$ cat src/core/adirq_pkg.sv
// Package: register map, field layout, timing and carrier types of the interrupt pulse block
package adirq_pkg;

  // ***************************************************
  // Register offsets
  // ***************************************************
  localparam logic [7:0] ADDR_STICKY = 8'h2C;
  localparam logic [7:0] ADDR_LIVE   = 8'h2E;
  localparam logic [7:0] ADDR_RSVD   = 8'h2F;
  localparam logic [7:0] ADDR_CTRL1  = 8'h30;
  localparam logic [7:0] ADDR_CTRL2  = 8'h31;
  localparam logic [7:0] CTRL_RESET  = 8'h00;
  localparam logic [7:0] RSVD_VALUE  = 8'h00;

  // ***************************************************
  // Field positions
  // ***************************************************
  // Status bits, shared by live and sticky registers
  localparam int ST_SHORT_L = 7;
  localparam int ST_SHORT_R = 6;
  localparam int ST_BUTTON  = 5;
  localparam int ST_HEADSET = 4;
  localparam int ST_DRC_L   = 3;
  localparam int ST_DRC_R   = 2;
  // Routing control bits
  localparam int CT_HEADSET = 7;
  localparam int CT_BUTTON  = 6;
  localparam int CT_DRC     = 5;
  localparam int CT_SHORT   = 3;
  localparam int CT_OVF     = 2;
  localparam int CT_REPEAT  = 0;

  // ***************************************************
  // Timing
  // ***************************************************
  localparam int CLK_HZ     = 25000000;
  localparam int PULSE_MS   = 2;
  localparam int PERIOD_MS  = 4;
  localparam int PULSE_CYC  = CLK_HZ / 1000 * PULSE_MS;
  localparam int PERIOD_CYC = CLK_HZ / 1000 * PERIOD_MS;
  localparam int CNT_W      = 17;
  localparam int NUM_OUT    = 2;

  // ***************************************************
  // Types
  // ***************************************************
  typedef enum logic [1:0] {
    ADIRQ_IDLE = 2'b00,
    ADIRQ_HIGH = 2'b01,
    ADIRQ_LOW  = 2'b10
  } adirq_state_t;

  // Levels and pulses from the detection circuits
  typedef struct packed {
    logic short_left;
    logic short_right;
    logic button;
    logic headset;
    logic drc_left;
    logic drc_right;
    logic dac_overflow;
  } adirq_src_t;

  // One register access from the control port
  typedef struct packed {
    logic       rd;
    logic       wr;
    logic [7:0] addr;
    logic [7:0] wdata;
  } adirq_req_t;

endpackage

$ cat src/core/adirq_pulse_gen.sv
// Module: interrupt status registers and two routed interrupt pulse outputs
`timescale 1ns/100ps
`default_nettype none

// Overview of operation
// - Live bits 5,4 show button, headset
// - Live bit 3 shows left power above threshold
// - Live bit 2 right power; bits 1:0 zero
// - First control bits 7,6,5,3 enable sources
// - Overflow reaches first output only if bit2
// - First output single 2 ms pulse if bit0=0
// - First output repeats 2/4 ms until sticky read
// - Second control bits 7,6,5,3 enable sources
// - Overflow reaches second output only if bit2
// - Second output single 2 ms pulse if bit0=0
// - Second output repeats until sticky read
// - Sticky flags clear on read, set again
// - Live bits 7,6 show short circuits
module adirq_pulse_gen
  import adirq_pkg::*;
#(
  parameter int PULSE_CYCLES  = PULSE_CYC,
  parameter int PERIOD_CYCLES = PERIOD_CYC
) (
  input  wire logic       sys_clk,
  input  wire logic       rst,
  input  wire adirq_src_t src_in,
  input  wire adirq_req_t req_in,
  output var  logic [7:0] reg_rdata,
  output var  logic       first_irq_output,
  output var  logic       second_irq_output
);

  // ***************************************************
  // Source edges and live status
  // ***************************************************
  adirq_src_t   src_prev_reg;
  logic [7:0]   live_status;
  logic [7:0]   sticky_reg;
  logic [7:0]   sticky_set;
  logic [7:0]   ctrl_reg [NUM_OUT];
  logic [4:0]   event_vec;
  logic [NUM_OUT-1:0] trig;
  logic [NUM_OUT-1:0] armed_reg;
  logic [NUM_OUT-1:0] irq_reg;
  logic [CNT_W-1:0]   cnt_reg [NUM_OUT];
  adirq_state_t state_reg [NUM_OUT];
  logic [7:0]   rdata_next;

  wire rd_sticky = req_in.rd && (req_in.addr == ADDR_STICKY);
  wire rd_live   = req_in.rd && (req_in.addr == ADDR_LIVE);
  wire wr_ctrl1  = req_in.wr && (req_in.addr == ADDR_CTRL1);
  wire wr_ctrl2  = req_in.wr && (req_in.addr == ADDR_CTRL2);

  // Live view of the detectors; low two bits are hard zero
  assign live_status = {src_in.short_left, src_in.short_right,
                        src_in.button, src_in.headset,
                        src_in.drc_left,
                        src_in.drc_right, 2'b00};

  // Rising edges, plus both edges of the headset level
  wire ev_short_l = src_in.short_left  && !src_prev_reg.short_left;
  wire ev_short_r = src_in.short_right && !src_prev_reg.short_right;
  wire ev_button  = src_in.button      && !src_prev_reg.button;
  wire ev_headset = src_in.headset     ^  src_prev_reg.headset;
  wire ev_drc_l   = src_in.drc_left    && !src_prev_reg.drc_left;
  wire ev_drc_r   = src_in.drc_right   && !src_prev_reg.drc_right;

  assign sticky_set = {ev_short_l, ev_short_r, ev_button, ev_headset,
                       ev_drc_l, ev_drc_r, 2'b00};
  // Event order matches the enable bits 7,6,5,3,2
  assign event_vec  = {ev_headset, ev_button, ev_drc_l || ev_drc_r,
                       ev_short_l || ev_short_r, src_in.dac_overflow};

  // Previous source levels for edge detection
  always_ff @(posedge sys_clk) begin
    if (rst) begin
      src_prev_reg <= '0;
    end else begin
      src_prev_reg <= src_in;
    end
  end

  // ***************************************************
  // Sticky flags and routing control
  // ***************************************************
  // A new event in the read cycle survives the clear
  always_ff @(posedge sys_clk) begin
    if (rst) begin
      sticky_reg <= 8'h00;
    end else begin
      sticky_reg <= (rd_sticky ? 8'h00 : sticky_reg) | sticky_set;
    end
  end

  // Reserved bits are stored as written; software keeps them zero
  always_ff @(posedge sys_clk) begin
    if (rst) begin
      ctrl_reg[0] <= CTRL_RESET;
      ctrl_reg[1] <= CTRL_RESET;
    end else begin
      if (wr_ctrl1) begin
        ctrl_reg[0] <= req_in.wdata;
      end
      if (wr_ctrl2) begin
        ctrl_reg[1] <= req_in.wdata;
      end
    end
  end

  // ***************************************************
  // Read data
  // ***************************************************
  // Unmapped and reserved offsets read as zero
  assign rdata_next = rd_sticky                       ? sticky_reg  :
                      rd_live                         ? live_status :
                      (req_in.addr == ADDR_CTRL1)     ? ctrl_reg[0] :
                      (req_in.addr == ADDR_CTRL2)     ? ctrl_reg[1] : RSVD_VALUE;

  always_ff @(posedge sys_clk) begin
    if (rst) begin
      reg_rdata <= 8'h00;
    end else if (req_in.rd) begin
      reg_rdata <= rdata_next;
    end
  end

  // ***************************************************
  // Per-output trigger and pulse generator
  // ***************************************************
  generate
    for (genvar g = 0; g < NUM_OUT; g++) begin : g_out
      logic [4:0]       en_mask;
      adirq_state_t     state_next;
      logic [CNT_W-1:0] cnt_next;
      wire              pulse_end  = (cnt_reg[g] == CNT_W'(PULSE_CYCLES - 1));
      wire              period_end = (cnt_reg[g] == CNT_W'(PERIOD_CYCLES - 1));
      wire              repeat_on  = ctrl_reg[g][CT_REPEAT];

      // Overflow counts only with its own enable bit
      assign en_mask = {ctrl_reg[g][CT_HEADSET], ctrl_reg[g][CT_BUTTON],
                        ctrl_reg[g][CT_DRC], ctrl_reg[g][CT_SHORT],
                        ctrl_reg[g][CT_OVF]};
      assign trig[g] = |(event_vec & en_mask);

      // A pulse in flight is not restarted by a new event
      always_comb begin
        state_next = state_reg[g];
        cnt_next   = cnt_reg[g] + CNT_W'(1);
        case (state_reg[g])
          ADIRQ_IDLE: begin
            cnt_next = '0;
            if (trig[g]) begin
              state_next = ADIRQ_HIGH;
            end
          end
          ADIRQ_HIGH: begin
            if (pulse_end) begin
              state_next = repeat_on ? ADIRQ_LOW : ADIRQ_IDLE;
            end
          end
          ADIRQ_LOW: begin
            if (period_end) begin
              cnt_next   = '0;
              state_next = (repeat_on && armed_reg[g]) ? ADIRQ_HIGH : ADIRQ_IDLE;
            end
          end
          default: begin
            state_next = ADIRQ_IDLE;
            cnt_next   = '0;
          end
        endcase
      end

      // Repeats stay armed until the sticky register is read
      always_ff @(posedge sys_clk) begin
        if (rst) begin
          state_reg[g] <= ADIRQ_IDLE;
          cnt_reg[g]   <= '0;
          armed_reg[g] <= 1'b0;
          irq_reg[g]   <= 1'b0;
        end else begin
          state_reg[g] <= state_next;
          cnt_reg[g]   <= cnt_next;
          armed_reg[g] <= trig[g] || (armed_reg[g] && !rd_sticky);
          irq_reg[g]   <= (state_next == ADIRQ_HIGH);
        end
      end
    end
  endgenerate

  assign first_irq_output  = irq_reg[0];
  assign second_irq_output = irq_reg[1];

  // ***************************************************
  // Assertions
  // ***************************************************

  // Helper: length of each high phase
  logic [CNT_W-1:0] hi_cnt_reg [NUM_OUT];
  always_ff @(posedge sys_clk) begin
    if (rst) begin
      hi_cnt_reg[0] <= '0;
      hi_cnt_reg[1] <= '0;
    end else begin
      hi_cnt_reg[0] <= irq_reg[0] ? hi_cnt_reg[0] + CNT_W'(1) : '0;
      hi_cnt_reg[1] <= irq_reg[1] ? hi_cnt_reg[1] + CNT_W'(1) : '0;
    end
  end

  wire period_end_0 = (cnt_reg[0] == CNT_W'(PERIOD_CYCLES - 1));
  wire repeat_0     = ctrl_reg[0][CT_REPEAT];
endmodule

`default_nettype wire

$ cat config.mk
export PLATFORM = sky130hd
export DESIGN_NAME = adirq_pulse_gen
export DESIGN_NICKNAME = d
export VERILOG_FILES = /design/src/core/adirq_pkg.sv /design/src/core/adirq_pulse_gen.sv
export SDC_FILE = /design/constraint.sdc
export NUM_CORES = 1
export LEC_CHECK = 0
export ABC_AREA = 1
export ABC_CLOCK_PERIOD_IN_PS = 3890
export BUFFER_PORTS_ARGS = -buffer_cell sky130_fd_sc_hd__clkbuf_2
export CAP_MARGIN = 20
export CORE_ASPECT_RATIO = 2
export CORE_MARGIN = 2
export CORE_UTILIZATION = 28
export CTS_CLUSTER_DIAMETER = 200
export DETAILED_ROUTE_END_ITERATION = 8
export GPL_TIMING_DRIVEN = 0
export PLACE_DENSITY = 0.41
export SYNTH_ARGS = -nofsm -noshare
export SYNTH_HDL_FRONTEND = slang
export SYNTH_SLANG_ARGS = --single-unit
$ cat constraint.sdc
create_clock -name sys_clk -period 3.89 [get_ports sys_clk]
set_input_delay 0.1945 -clock sys_clk [delete_from_list [all_inputs] [get_ports sys_clk]]
set_output_delay 0.1945 -clock sys_clk [all_outputs]
set_load 0.005 [all_outputs]
==> metrics <==
crit path launch type flip-flop; post-synthesis sequential area ratio 42.64%; P_sw 417.1 uW; row count 62; clk_lat worst skew 0.33 ns; most frequent cell on the critical path nand2_1; unrepaired setup endpoints after global routing false; cell count after synthesis 543; WS Path Type reg -> reg; worst-path maximum fanout 10; M2 GR Usage 19.93%; Inserted Diodes 0; count of buffer and inverter cells on the critical path 2; Hold-fix buffers, CTS 0; GR peak layer met2; CTS tree done; Hold Vio Cnt, Final 0; CTS resizes 0; FMAX 0.5844 GHz; Port Buffers 35; Ys Warns 0; Synth Area in Compound Gates 6.074%; Routed Antenna Nets 0; fin crit period 1.711 ns; vias per inst 4.339; syn_area_per_cell 7.436 sq um; Final HPWL DP 7068 um; crit path cell chain ha_1 -> nand3_2 -> inv_1 -> nand3_1 -> nand2_1 -> nand2_1 -> nand2_2 -> buf_6 -> nor2_1; Die Area 15450 sq um; post-synthesis cell area 4038 sq um; Critical Path AT 1.93 ns; Die Y 173.8 um; Nets 628; leak pwr 2.006 nW; WP data required 4.11 ns; GRT Overall Usage 12.51%; antenna violations before repair 0; share of post-route cells with drive strength above 1 15.27%; P_int 1.361 mW; Post-Syn Nets 580; Post-Synth Simple-Gate Area 36.54%; power per cell area 374.4 nW/um^2; routed wire length per instance 11.49 um; Hold Crit Class in -> reg; Die Span X 88.91 um; Max Slew Vio Count 0; actual slew at the worst max-slew pin 0.5421 ns; grt total ovfl 0; Initial Util 28.44%; Core Util, Final 33.46%; XOR/XNOR Fraction of Synth Area 3.037%; Post-CTS Setup Bufs 0; root buffer cell clkbuf_16; synthesized flop and latch total 78; synthesis-to-layout area growth 17.63%; status completed; Post-Route WL 9057 um; first-pass GRT wire length 15280 um; drc violations 0; max incr delay on CP 0.37 ns; Slew headroom 63.86%; Filler cells 1562; Max Root-Sink Buffers 2; largest net degree at the start of global routing 14; GP Congestion 0.7654; Final period util 43.99%; global-route track usage on met3 2.952%; multiplexer share of the synthesized area 0%; H-tree levels 3; Crit-path slowest cell dfxtp_1; core area 14200 sq um; # setup viols final 0; CTS sink cnt 78; combinational share of power 6.4%; max reg flops 34; adder-cell area share of the yosys netlist 3.099%; max_cap viols 0; Top Family by Delay on Critical Path simple AND/OR/NAND/NOR gates; Seq pwr share 48.5%; Final Skew 0.008582 ns; cts bufs inserted 9; crit end category flip-flop; # IOs 37; GR Util met1 16.34%; DRT iter0 DRCs 114; synth unique cells 36; CTS clk-pin slew, worst paths 0.06 ns; Vias 3419; Switching Share 23.46%; Peak VDD IR 0.1942 mV; Sum Neg Setup Slack 0 ns; combinational family with the most area after synthesis simple AND/OR/NAND/NOR gates; DR pass1 iterations 4; clock share of power 45.1%; vias in the first global route 3351
## cell families (layout without fill, tap and decap cells)
family / count (synthesis) / after routing
buffers and inverters: 87 / 140
XOR/XNOR: 14 / 14
AO/OA/AOI/OAI: 44 / 44
flip-flops: 78 / 78
adder cells (fa/ha/maj): 10 / 10
AND/OR/NAND/NOR: 310 / 310
## metrics by stage
step / cell area, sq um / instances / setup slack [ns] / hold slack [ns] / total power [mW]
2_1_floorplan: 4038 / 543 / 2.155 / 0.3194 / 0.9517
3_3_place_gp: 4453 / 770 / 1.553 / 0.4357 / 0.9964
3_5_place_dp: 4463 / 772 / 2.002 / 0.4423 / 0.9962
4_1_cts: 4750 / 788 / 2.160 / 0.08219 / 1.816
5_1_grt: 4750 / 788 / 1.988 / 0.1187 / 1.861
6_report: 4750 / 788 / 2.179 / 0.09975 / 1.778
## cell type report
class | instances | area (sq um) | share of cell area [%]
tap | 192 | 240.2 | 5.058
buffer | 8 | 51.30 | 1.080
multi-input combinational | 378 | 1968 | 41.44
clock inverter | 5 | 32.53 | 0.6849
clock buffer | 11 | 254.0 | 5.348
timing repair buffer | 37 | 185.2 | 3.899
inverter | 79 | 296.5 | 6.243
sequential | 78 | 1722 | 36.25
## placed cells by master (no fill, tap or decap), types with 7 or more instances in the layout
cell type	netlist	final
a21oi_1	25	25
clkbuf_16	0	10
clkbuf_2	0	35
dfxtp_1	62	62
edfxtp_1	16	16
ha_1	10	10
inv_1	72	72
nand2_1	113	113
nand2_2	7	7
nand3_1	60	60
nand4_1	8	8
nor2_1	85	85
nor3_1	8	8
xor2_1	10	10
## tightest hold or removal path: stages
cell and delay (ns):
clkbuf_2 0.09, inv_1 0.05, nor2_1 0.07
## path summary, 6_finish.rpt
check | from | end | slack [ns] | cells after the start
worst max-delay path | cnt_reg[0][0]$_SDFF_PP0_ | cnt_reg[0][15]$_SDFF_PP0_ | 2.18 | 9
worst min-delay path | src_in[6] | src_prev_reg[6]$_SDFF_PP0_ | 0.1 | 3
worst min register to register | cnt_reg[1][0]$_SDFF_PP0_ | cnt_reg[1][0]$_SDFF_PP0_ | 0.45 | 1
worst max register to register | cnt_reg[0][0]$_SDFF_PP0_ | cnt_reg[0][15]$_SDFF_PP0_ | 2.18 | 9
## Yosys cell counts
cell	number	share of area [%]
o21ai_0	6	0.74
nor3_4	4	1.6
o21bai_1	1	0.19
nand3b_1	2	0.37
buf_2	2	0.25
buf_6	2	0.56
buf_4	1	0.19
nor4_1	1	0.16
nor2_2	5	0.77
buf_1	1	0.093
nand3_1	60	7.4
xor2_1	10	2.2
a21oi_1	25	3.1
inv_2	6	0.56
inv_1	72	6.7
a21oi_2	1	0.22
o211ai_1	1	0.19
o21ai_1	3	0.37
a31oi_1	1	0.16
xnor2_1	4	0.87
ha_1	10	3.1
clkbuf_1	2	0.19
nor2_4	5	1.4
nand3_4	1	0.43
a21boi_0	6	1.1
nand4_4	1	0.53
nand4_1	8	1.2
nand3_2	4	0.99
dfxtp_1	62	31
clkinv_1	1	0.093
nor3b_1	6	1.1
nand2_2	7	1.1
nor2_1	85	7.9
edfxtp_1	16	12
nand2_1	113	11
nor3_1	8	0.99
## power by group through the flow
stage	Sequential, mW	Clock [mW]	Combinational (mW)
finish	0.863	0.802	0.113
global route	0.866	0.864	0.131
CTS	0.863	0.837	0.116
detailed placement	0.881	0	0.115
global placement	0.882	0	0.115
floorplan	0.878	0	0.0742
## routing by layer
layer,vias to the layer above,wire (um)
met5,-,0
met4,0,139
met3,10,297
met2,42,4271
met1,1530,4349
li1,1837,-
(Power assumes the default switching activity.)
